==> config.mk <==
export PLATFORM = sky130hd
export DESIGN_NAME = gpcr_top
export DESIGN_NICKNAME = d
export VERILOG_FILES = /design/src/gpcr_pkg.sv /design/src/gpcr_top.sv
export SDC_FILE = /design/constraint.sdc
export NUM_CORES = 1
export LEC_CHECK = 0
export ABC_AREA = 0
export BUFFER_PORTS_ARGS = -buffer_cell sky130_fd_sc_hd__buf_2
export CELL_PAD_IN_SITES_DETAIL_PLACEMENT = 2
export CELL_PAD_IN_SITES_GLOBAL_PLACEMENT = 2
export CORE_MARGIN = 2
export CORE_UTILIZATION = 30
export CTS_BUF_LIST = sky130_fd_sc_hd__clkbuf_16
export CTS_CLUSTER_SIZE = 20
export DETAILED_ROUTE_END_ITERATION = 10
export HOLD_SLACK_MARGIN = 0.05
export PLACE_DENSITY_LB_ADDON = 0.25
export SYNTH_ARGS = -nofsm -noshare
export SYNTH_HDL_FRONTEND = slang
export SYNTH_SLANG_ARGS = --single-unit
==> constraint.sdc <==
create_clock -name mclk_i -period 2.3 [get_ports mclk_i]
set_input_delay 0.345 -clock mclk_i [delete_from_list [all_inputs] [get_ports mclk_i]]
set_output_delay 0.345 -clock mclk_i [all_outputs]
set_load 0.02 [all_outputs]
==> src/gpcr_pkg.sv <==
// Purpose: constants and carriers of the gpio port register block
// Assumes: 32 pins, word registers on AHB-Lite
// Notes: status and mask offsets sit in the free gap below 0x700
// Overview of operation
// - writing one to drive-clear bits drives those pins low, zeros keep
// - drive-clear read returns the pin drive value register
// - drive-enable register, one bit per pin, resets zero, 1 means output
// - writing one to drive-enable-set bits makes those pins outputs
// - drive-enable set and clear reads return the drive-enable register
// - level-match record bit per pin notes its sense criterion was met
// - wake select 0 gives direct detect, 1 gives latched wake signal
// - 32 pad configs at base plus four times index, reset value two
// - drive field codes eight low/high strength and disconnect pairs
// - level-watch field 0 off, 2 senses high, 3 senses low
package gpcr_pkg;
  localparam logic [11:0] OFF_DRIVE_VAL   = 12'h504;
  localparam logic [11:0] OFF_DRIVE_SET   = 12'h508;
  localparam logic [11:0] OFF_DRIVE_CLR   = 12'h50C;
  localparam logic [11:0] OFF_SAMPLED     = 12'h510;
  localparam logic [11:0] OFF_DIR         = 12'h514;
  localparam logic [11:0] OFF_DIR_SET     = 12'h518;
  localparam logic [11:0] OFF_DIR_CLR     = 12'h51C;
  localparam logic [11:0] OFF_MATCH       = 12'h520;
  localparam logic [11:0] OFF_WAKE_SEL    = 12'h524;
  localparam logic [11:0] OFF_IRQ_STATUS  = 12'h600;
  localparam logic [11:0] OFF_IRQ_MASK    = 12'h604;
  localparam logic [11:0] OFF_PAD_CFG     = 12'h700;
  localparam logic [11:0] OFF_PAD_CFG_END = 12'h77C;
  localparam logic [31:0] RST_WORD        = 32'h0000_0000;
  localparam logic [31:0] RST_PAD_CFG     = 32'h0000_0002;
  localparam int          CFG_DIR_BIT     = 0;
  localparam int          CFG_INDISC_BIT  = 1;
  localparam int          CFG_PULL_LSB    = 2;
  localparam int          CFG_DRIVE_LSB   = 8;
  localparam int          CFG_SENSE_LSB   = 16;
  localparam logic [1:0]  PULL_NONE       = 2'h0;
  localparam logic [1:0]  PULL_DOWN       = 2'h1;
  localparam logic [1:0]  PULL_UP         = 2'h3;
  localparam logic [1:0]  SENSE_OFF       = 2'h0;
  localparam logic [1:0]  SENSE_HIGH      = 2'h2;
  localparam logic [1:0]  SENSE_LOW       = 2'h3;
  localparam int          IRQ_WAKE_BIT    = 0;
  localparam int          IRQ_MATCH_BIT   = 1;
  localparam logic [1:0]  HTRANS_NONSEQ   = 2'h2;

  typedef enum logic [2:0] {
    DRV_S0S1 = 3'h0,
    DRV_H0S1 = 3'h1,
    DRV_S0H1 = 3'h2,
    DRV_H0H1 = 3'h3,
    DRV_D0S1 = 3'h4,
    DRV_D0H1 = 3'h5,
    DRV_S0D1 = 3'h6,
    DRV_H0D1 = 3'h7
  } gpcr_drive_e;

  typedef struct packed {
    logic [1:0]  sense;
    gpcr_drive_e drive;
    logic [1:0]  pull;
    logic        in_disc;
  } gpcr_cfg_s;

  typedef struct packed {
    logic        write;
    logic [11:0] addr;
  } gpcr_req_s;

  localparam gpcr_cfg_s RST_CFG = '{sense: 2'h0, drive: DRV_S0S1, pull: 2'h0, in_disc: 1'b1};
endpackage : gpcr_pkg

==> src/gpcr_top.sv <==
// Purpose: gpio port registers for 32 pins behind an AHB-Lite slave
// Assumes: pad inputs synchronous to mclk_i; single word transfers
// Notes: reads take one wait state, writes none; response always OKAY
//
// Design decision made here: the AHB-Lite register port.
module gpcr_top #(
  parameter int NPIN = 32
) (
  input  wire logic             mclk_i,
  input  wire logic             srst_i,
  input  wire logic             hsel_i,
  input  wire logic [31:0]      haddr_i,
  input  wire logic [1:0]       htrans_i,
  input  wire logic             hwrite_i,
  input  wire logic [2:0]       hsize_i,
  input  wire logic [31:0]      hwdata_i,
  input  wire logic             hready_i,
  output logic                  hreadyout_o,
  output logic                  hresp_o,
  output logic [31:0]           hrdata_o,
  input  wire logic [NPIN-1:0]  pad_in_i,
  output logic [NPIN-1:0]       pad_out_o,
  output logic [NPIN-1:0]       pad_oe_o,
  output logic [NPIN-1:0]       pad_in_en_o,
  output logic [NPIN-1:0]       pad_hd0_o,
  output logic [NPIN-1:0]       pad_hd1_o,
  output logic [NPIN-1:0]       pad_pull_up_o,
  output logic [NPIN-1:0]       pad_pull_dn_o,
  output logic                  wake_o,
  output logic                  irq_o
);

  // register state
  logic [NPIN-1:0]       drive_val;
  logic [NPIN-1:0]       dir;
  logic [NPIN-1:0]       match_rec;
  logic                  wake_sel;
  logic [1:0]            irq_status;
  logic [1:0]            irq_mask;
  logic                  wake_q;
  gpcr_pkg::gpcr_cfg_s   cfg [NPIN];

  // bus state
  gpcr_pkg::gpcr_req_s   dp_req;
  logic                  dp_wr;
  logic                  dp_rd;
  logic                  rd_wait;
  logic [31:0]           rdata;

  logic [NPIN-1:0]       next_drive_val;
  logic [NPIN-1:0]       next_dir;
  logic [NPIN-1:0]       next_match_rec;
  logic                  next_wake_sel;
  logic [1:0]            next_irq_status;
  logic [1:0]            next_irq_mask;
  logic                  next_wake_q;
  gpcr_pkg::gpcr_cfg_s   next_cfg [NPIN];
  gpcr_pkg::gpcr_req_s   next_dp_req;
  logic                  next_dp_wr;
  logic                  next_dp_rd;
  logic                  next_rd_wait;
  logic [31:0]           next_rdata;

  logic [NPIN-1:0]       level;
  logic [NPIN-1:0]       detect;
  logic                  wake;
  logic                  addr_take;
  logic                  mask_wr;
  logic                  status_rd;

  // pad config window hit
  function automatic logic is_cfg(input logic [11:0] a);
    return a >= gpcr_pkg::OFF_PAD_CFG && a <= gpcr_pkg::OFF_PAD_CFG_END
           && a[1:0] == 2'h0;
  endfunction : is_cfg

  // pin index inside the config window
  function automatic logic [4:0] cfg_idx(input logic [11:0] a);
    logic [11:0] d;
    d = a - gpcr_pkg::OFF_PAD_CFG;
    return d[6:2];
  endfunction : cfg_idx

  // config struct to register word
  function automatic logic [31:0] cfg_word(input gpcr_pkg::gpcr_cfg_s c,
                                           input logic d);
    logic [31:0] w;
    w = gpcr_pkg::RST_WORD;
    w[gpcr_pkg::CFG_DIR_BIT] = d;
    w[gpcr_pkg::CFG_INDISC_BIT] = c.in_disc;
    w[gpcr_pkg::CFG_PULL_LSB +: 2] = c.pull;
    w[gpcr_pkg::CFG_DRIVE_LSB +: 3] = c.drive;
    w[gpcr_pkg::CFG_SENSE_LSB +: 2] = c.sense;
    return w;
  endfunction : cfg_word

  // register word to config struct
  function automatic gpcr_pkg::gpcr_cfg_s word_cfg(input logic [31:0] w);
    gpcr_pkg::gpcr_cfg_s c;
    c.in_disc = w[gpcr_pkg::CFG_INDISC_BIT];
    c.pull = w[gpcr_pkg::CFG_PULL_LSB +: 2];
    c.drive = gpcr_pkg::gpcr_drive_e'(w[gpcr_pkg::CFG_DRIVE_LSB +: 3]);
    c.sense = w[gpcr_pkg::CFG_SENSE_LSB +: 2];
    return c;
  endfunction : word_cfg

  // level-watch criterion of one pin
  function automatic logic sense_hit(input logic [1:0] s, input logic lv);
    logic h;
    h = 1'b0;
    if (s == gpcr_pkg::SENSE_HIGH) begin
      h = lv;
    end else if (s == gpcr_pkg::SENSE_LOW) begin
      h = ~lv;
    end
    return h;
  endfunction : sense_hit

  // pad side: levels, detect, strength, pulls
  always_comb begin
    for (int i = 0; i < NPIN; i++) begin
      pad_in_en_o[i] = ~cfg[i].in_disc;
      level[i] = pad_in_i[i] & ~cfg[i].in_disc;
      detect[i] = sense_hit(cfg[i].sense, pad_in_i[i]);
      pad_out_o[i] = drive_val[i];
      pad_oe_o[i] = dir[i];
      pad_hd0_o[i] = 1'b0;
      pad_hd1_o[i] = 1'b0;
      unique case (cfg[i].drive)
        gpcr_pkg::DRV_S0S1: begin
        end
        gpcr_pkg::DRV_H0S1: begin
          pad_hd0_o[i] = 1'b1;
        end
        gpcr_pkg::DRV_S0H1: begin
          pad_hd1_o[i] = 1'b1;
        end
        gpcr_pkg::DRV_H0H1: begin
          pad_hd0_o[i] = 1'b1;
          pad_hd1_o[i] = 1'b1;
        end
        gpcr_pkg::DRV_D0S1: begin
          pad_oe_o[i] = dir[i] & drive_val[i];
        end
        gpcr_pkg::DRV_D0H1: begin
          pad_oe_o[i] = dir[i] & drive_val[i];
          pad_hd1_o[i] = 1'b1;
        end
        gpcr_pkg::DRV_S0D1: begin
          pad_oe_o[i] = dir[i] & ~drive_val[i];
        end
        gpcr_pkg::DRV_H0D1: begin
          pad_oe_o[i] = dir[i] & ~drive_val[i];
          pad_hd0_o[i] = 1'b1;
        end
      endcase
      pad_pull_up_o[i] = cfg[i].pull == gpcr_pkg::PULL_UP;
      pad_pull_dn_o[i] = cfg[i].pull == gpcr_pkg::PULL_DOWN;
    end
  end

  // wake signal, direct or latched
  assign wake = wake_sel ? |match_rec : |detect;
  assign wake_o = wake;
  assign irq_o = |(irq_status & irq_mask);

  // bus handshake
  assign hreadyout_o = ~rd_wait;
  assign hresp_o = 1'b0;
  assign hrdata_o = rdata;
  assign addr_take = hsel_i & hready_i & htrans_i == gpcr_pkg::HTRANS_NONSEQ;

  // interrupt register strobes
  assign mask_wr = dp_wr & (dp_req.addr == gpcr_pkg::OFF_IRQ_MASK);
  assign status_rd = dp_rd & rd_wait & (dp_req.addr == gpcr_pkg::OFF_IRQ_STATUS);

  // address phase capture
  always_comb begin
    next_dp_req = dp_req;
    next_dp_wr = 1'b0;
    next_dp_rd = 1'b0;
    next_rd_wait = 1'b0;
    if (addr_take) begin
      next_dp_req.addr = haddr_i[11:0];
      next_dp_req.write = hwrite_i;
      next_dp_wr = hwrite_i;
      next_dp_rd = ~hwrite_i;
      next_rd_wait = ~hwrite_i;
    end
  end

  // bus phase registers
  always_ff @(posedge mclk_i) begin
    if (srst_i) begin
      dp_req <= '0;
      dp_wr <= 1'b0;
      dp_rd <= 1'b0;
      rd_wait <= 1'b0;
    end else begin
      dp_req <= next_dp_req;
      dp_wr <= next_dp_wr;
      dp_rd <= next_dp_rd;
      rd_wait <= next_rd_wait;
    end
  end

  // sticky events, set wins over read clear
  always_comb begin
    logic [1:0] ev;
    ev = 2'h0;
    ev[gpcr_pkg::IRQ_WAKE_BIT] = wake & ~wake_q;
    ev[gpcr_pkg::IRQ_MATCH_BIT] = |(detect & ~match_rec);
    next_wake_q = wake;
    next_irq_mask = irq_mask;
    next_irq_status = irq_status;
    if (mask_wr) begin
      next_irq_mask = hwdata_i[1:0];
    end
    if (status_rd) begin
      next_irq_status = 2'h0;
    end
    next_irq_status = next_irq_status | ev;
  end

  // interrupt registers
  always_ff @(posedge mclk_i) begin
    if (srst_i) begin
      irq_status <= 2'h0;
      irq_mask <= 2'h0;
      wake_q <= 1'b0;
    end else begin
      irq_status <= next_irq_status;
      irq_mask <= next_irq_mask;
      wake_q <= next_wake_q;
    end
  end

  // next state of the port registers
  always_comb begin
    logic [11:0] a;
    logic [31:0] w;
    logic [31:0] r;
    a = dp_req.addr;
    w = hwdata_i;
    r = gpcr_pkg::RST_WORD;
    next_drive_val = drive_val;
    next_dir = dir;
    next_wake_sel = wake_sel;
    next_cfg = cfg;
    next_rdata = rdata;
    next_match_rec = match_rec;
    // write data phase
    if (dp_wr && dp_req.write) begin
      unique case (a)
        gpcr_pkg::OFF_DRIVE_VAL: begin
          next_drive_val = w;
        end
        gpcr_pkg::OFF_DRIVE_SET: begin
          next_drive_val = drive_val | w;
        end
        gpcr_pkg::OFF_DRIVE_CLR: begin
          next_drive_val = drive_val & ~w;
        end
        gpcr_pkg::OFF_DIR: begin
          next_dir = w;
        end
        gpcr_pkg::OFF_DIR_SET: begin
          next_dir = dir | w;
        end
        gpcr_pkg::OFF_DIR_CLR: begin
          next_dir = dir & ~w;
        end
        gpcr_pkg::OFF_MATCH: begin
          next_match_rec = match_rec & ~w;
        end
        gpcr_pkg::OFF_WAKE_SEL: begin
          next_wake_sel = w[0];
        end
        default: begin
          if (is_cfg(a)) begin
            next_cfg[cfg_idx(a)] = word_cfg(w);
            next_dir[cfg_idx(a)] = w[gpcr_pkg::CFG_DIR_BIT];
          end
        end
      endcase
    end
    // read data, one wait state
    if (dp_rd && rd_wait) begin
      unique case (a)
        gpcr_pkg::OFF_DRIVE_VAL,
        gpcr_pkg::OFF_DRIVE_SET,
        gpcr_pkg::OFF_DRIVE_CLR: begin
          r = drive_val;
        end
        gpcr_pkg::OFF_SAMPLED: begin
          r = level;
        end
        gpcr_pkg::OFF_DIR,
        gpcr_pkg::OFF_DIR_SET,
        gpcr_pkg::OFF_DIR_CLR: begin
          r = dir;
        end
        gpcr_pkg::OFF_MATCH: begin
          r = match_rec;
        end
        gpcr_pkg::OFF_WAKE_SEL: begin
          r[0] = wake_sel;
        end
        gpcr_pkg::OFF_IRQ_STATUS: begin
          r[1:0] = irq_status;
        end
        gpcr_pkg::OFF_IRQ_MASK: begin
          r[1:0] = irq_mask;
        end
        default: begin
          if (is_cfg(a)) begin
            r = cfg_word(cfg[cfg_idx(a)], dir[cfg_idx(a)]);
          end
        end
      endcase
      next_rdata = r;
    end
    // level-match capture, set wins over clear
    next_match_rec = next_match_rec | detect;
  end

  // register update
  always_ff @(posedge mclk_i) begin
    if (srst_i) begin
      drive_val <= gpcr_pkg::RST_WORD;
      dir <= gpcr_pkg::RST_WORD;
      match_rec <= gpcr_pkg::RST_WORD;
      wake_sel <= 1'b0;
      for (int i = 0; i < NPIN; i++) begin
        cfg[i] <= gpcr_pkg::RST_CFG;
      end
      rdata <= gpcr_pkg::RST_WORD;
    end else begin
      drive_val <= next_drive_val;
      dir <= next_dir;
      match_rec <= next_match_rec;
      wake_sel <= next_wake_sel;
      cfg <= next_cfg;
      rdata <= next_rdata;
    end
  end

endmodule : gpcr_top

==> results.ini <==
[run_status]
status = finished, violations left
violations = negative setup slack

[placed_design]
dpl.hpwl_mm = 107
io_buffers = 341
place_congestion = 0.990

[setup_path]
end_kind = primary output
reg2reg_from = dp_req[4]
timing.rr.end = dir[0]
r2r_setup_slack_ns = -0.33
worst-r2r-cell-count = 11
critPathMaxStageDelay_ns = 0.46
worstPathRequired_ns = 1.96
worstPathMaxFanout = 3
cp_slowest_cell = dfxtp_1
crit_family = simple AND/OR/NAND/NOR gates
worstPathArrival_ns = 2.32
cp_cell_sequence = xor2_1 > nand2_1 > nand3_1 > nor3_1 > a21oi_2 > buf_6
critPathKind = reg -> out
crit_buf_inv = 1
start_kind = register

[timing]
finalHoldViolCount = 0
fin_ws_ns = -0.369
period_needed_ns = 2.67
setup_violations = 132
rsz0062_at_grt = true
slew_headroom = 0.214
fmax_mhz = 375
skew_ns = 0.0301
hold_ws_ns = 0.0864
period_share = 1.16
maxSlewViolCount = 0
tightest_slew_ns = 1.18

[floorplan]
die-area_sq_um = 74200
fp-row-count = 98
die_w_um = 272
die_h_um = 272
core_sq_um = 71400
start_util = 0.303
io_pins = 366

[cells_and_area]
fillers = 7835
nets = 3559
syn_to_final_growth_pct = 49.5
final_util = 0.453
drive_above_1_share = 0.377

[power]
leakagePower_nw = 12.5
p_per_area_nw_per_um2 = 505
peakVddDrop_v = 0.000464

[logic_synthesis]
yosys_warnings = 0
ys_top_cells_by_area = dfxtp_1 38%, nand2_1 9.1%, a21oi_1 8.6%
ys_types = 66
syn_inst = 2810
syn_area_per_cell_sq_um = 7.69
syn_area_sq_um = 21600
synth_top_area_share = 0.375
synth_edf_count = 0
synthFlopType = dfxtp_1
ys_ff_latch = 405
async_flop_share = 0
synth_seq_area_share = 0.375
synthesis.nets = 2916
yosysTopAreaCell = dfxtp_1

[clocking]
cts.sinks = 405
cts_buffer_depth = 3
clk_pin_slew_worst_paths_ns = 0.06
clk_latency_ns = 0.64
cts_buffers = 51
h-tree-depth = 2
cts_tree = yes
root_buffer = clkbuf_16

[grt]
grt_max_degree = 174
grt_pass1_wl_mm = 207
grt_antenna_before_repair = 8
grt_usage = 0.386
overflow = 0
grt_pass1_vias = 27989

[drt]
wl_met1_mm = 61.1
first_iter_violations = 2930
vias = 27575
postRouteWirelength_mm = 159
dr_wl_met3_mm = 14.3
route.antenna.remaining_nets = 0
vias_per_cell = 6.21
dr_wl_met2_mm = 72.6
drc = 0
dr.pass1.iters = 6
top_layer_used = met5
wl_per_cell_um = 35.7

[job]
drv_cap = 0

[hold_path]
worstHoldStart = hwdata_i[26]
hold_end = match_rec[26]
hold_class = in -> reg
min_delay_path_depth = 4

## per-layer routing
metal,vias to the layer above,global-route usage
li1,11252,-
met2,1643,0.633
met3,519,0.0641
met1,14155,0.487
met5,-,0
met4,6,0.200
## cell usage in the layout (no fill, tap or decap), types with 26 or more instances in the layout
cell type	instances
clkbuf_16	62
nand3_1	204
nor2_1	138
xor2_1	26
xnor2_1	63
a21oi_2	72
buf_4	338
a22oi_1	68
and2_1	38
mux4_2	37
buf_6	56
o22ai_1	29
nand2_4	33
inv_1	77
a21oi_1	297
buf_2	339
nand2_2	49
nor2b_1	48
a21boi_0	63
o21ai_0	73
buf_12	52
nand2_1	442
dfxtp_1	392
## state kept, by name, indices dropped and copies added (netlist names), 2 cells and up
signal,cells
hrdata_o,32
dp_req,13
irq_status,2
irq_mask,2
dir,32
match_rec,32
pad_out_o,32
cfg,256
## Yosys cell counts (all sizes together), types with 3 or more instances
library cell  instances
a2111oi               3
a211oi               42
a21boi               64
a21oi               370
a221o                 3
a221oi               24
a222oi                7
a22oi                74
a311oi                3
a31oi                 3
a32o                  9
a32oi                24
and2                 40
and3                  6
and3b                 4
buf                  60
clkbuf              175
dfxtp               405
inv                  67
mux2                 26
mux2i                37
mux4                 37
nand2               524
nand3               208
nand4                12
nand4b                5
nor2                165
nor2b                51
nor3                 12
nor4                 18
nor4b                 7
nor4bb                3
o211ai               20
o21ai               104
o221ai                9
o22ai                35
or2                   3
or3                  30
or4                   3
xnor2                63
xor2                 32
## worst reg2reg max path: stages (launching register included)
cell	delay [ns]
dfxtp_2	0.36
buf_6	0.11
buf_6	0.11
or4b_4	0.50
buf_6	0.15
buf_6	0.11
buf_6	0.11
buf_4	0.13
nor2_1	0.37
nand2_1	0.22
a31oi_4	0.24
o32ai_2	0.10
## what timing repair did
item	4_1_cts	5_1_grt
hold endpoints to repair	13	0
hold buffers	11	0
buffers inserted	53	33
pin swaps	101	198
endpoints found under the setup margin	243	316
resized for setup	213	394
gates cloned	14	10
## cells by family (layout without fill, tap and decap cells)
family	Yosys count	after routing	share of synthesized area
muxes	100	100	0.0692
AOI/OAI and AO/OA	804	804	0.228
DFF	405	405	0.375
buffers and inverters	302	984	0.0562
and+or+nand+nor	1103	1103	0.232
other	1	2	0.000173
xor gates and xnor gates	95	95	0.0385
## power by group
group	internal [mW]	total (mW)	switching (mW)
registers	7.02	7.04	0.0176
clock network	4.52	8.14	3.62
logic	0.338	1.14	0.800
total	11.9	16.3	4.43
## worst max path at each step
stage	start	endpoint	slack, ns	cells past startpoint
floorplan	dp_req[5]	dir[24]	0.07	11
detailed placement	dp_req[0]	hrdata_o[8]	-0.39	8
global route	cfg[38]	wake_o	-0.39	6
finish	cfg[142]	wake_o	-0.37	6
CTS	cfg[62]	wake_o	-0.29	6
global placement	dp_req[5]	hrdata_o[10]	-0.53	6
## cell type report
cell class	instances	area, sq um	area share
Sequential cell	405	8130	0.252
Clock inverter	40	295	0.00914
Multi-Input combinational cell	2103	14400	0.447
Inverter	67	251	0.00778
Clock buffer	52	1300	0.0403
Tap cell	950	1190	0.0368
Timing Repair Buffer	825	6700	0.207
Antenna cell	1	2.50	0.0000774
## stage by stage
| step | power [mW] | setup slack [ns] | setup TNS, ns | instances | cell area, sq um |
|---|---|---|---|---|---|
| final | 16.3 | -0.369 | -20.63 | 4443 | 32300 |
| after global routing | 16.7 | -0.393 | -22.64 | 4442 | 32300 |
| after CTS | 16.1 | -0.290 | -2.53 | 4409 | 30200 |
| after detailed placement | 8.11 | -0.394 | -12.51 | 4244 | 26800 |
| after global placement | 8.09 | -0.530 | -4.25 | 4243 | 26800 |
| after floorplan | 7.58 | 0.0708 | 0 | 2810 | 21600 |
Note: power is estimated with default switching activity, not from simulation.
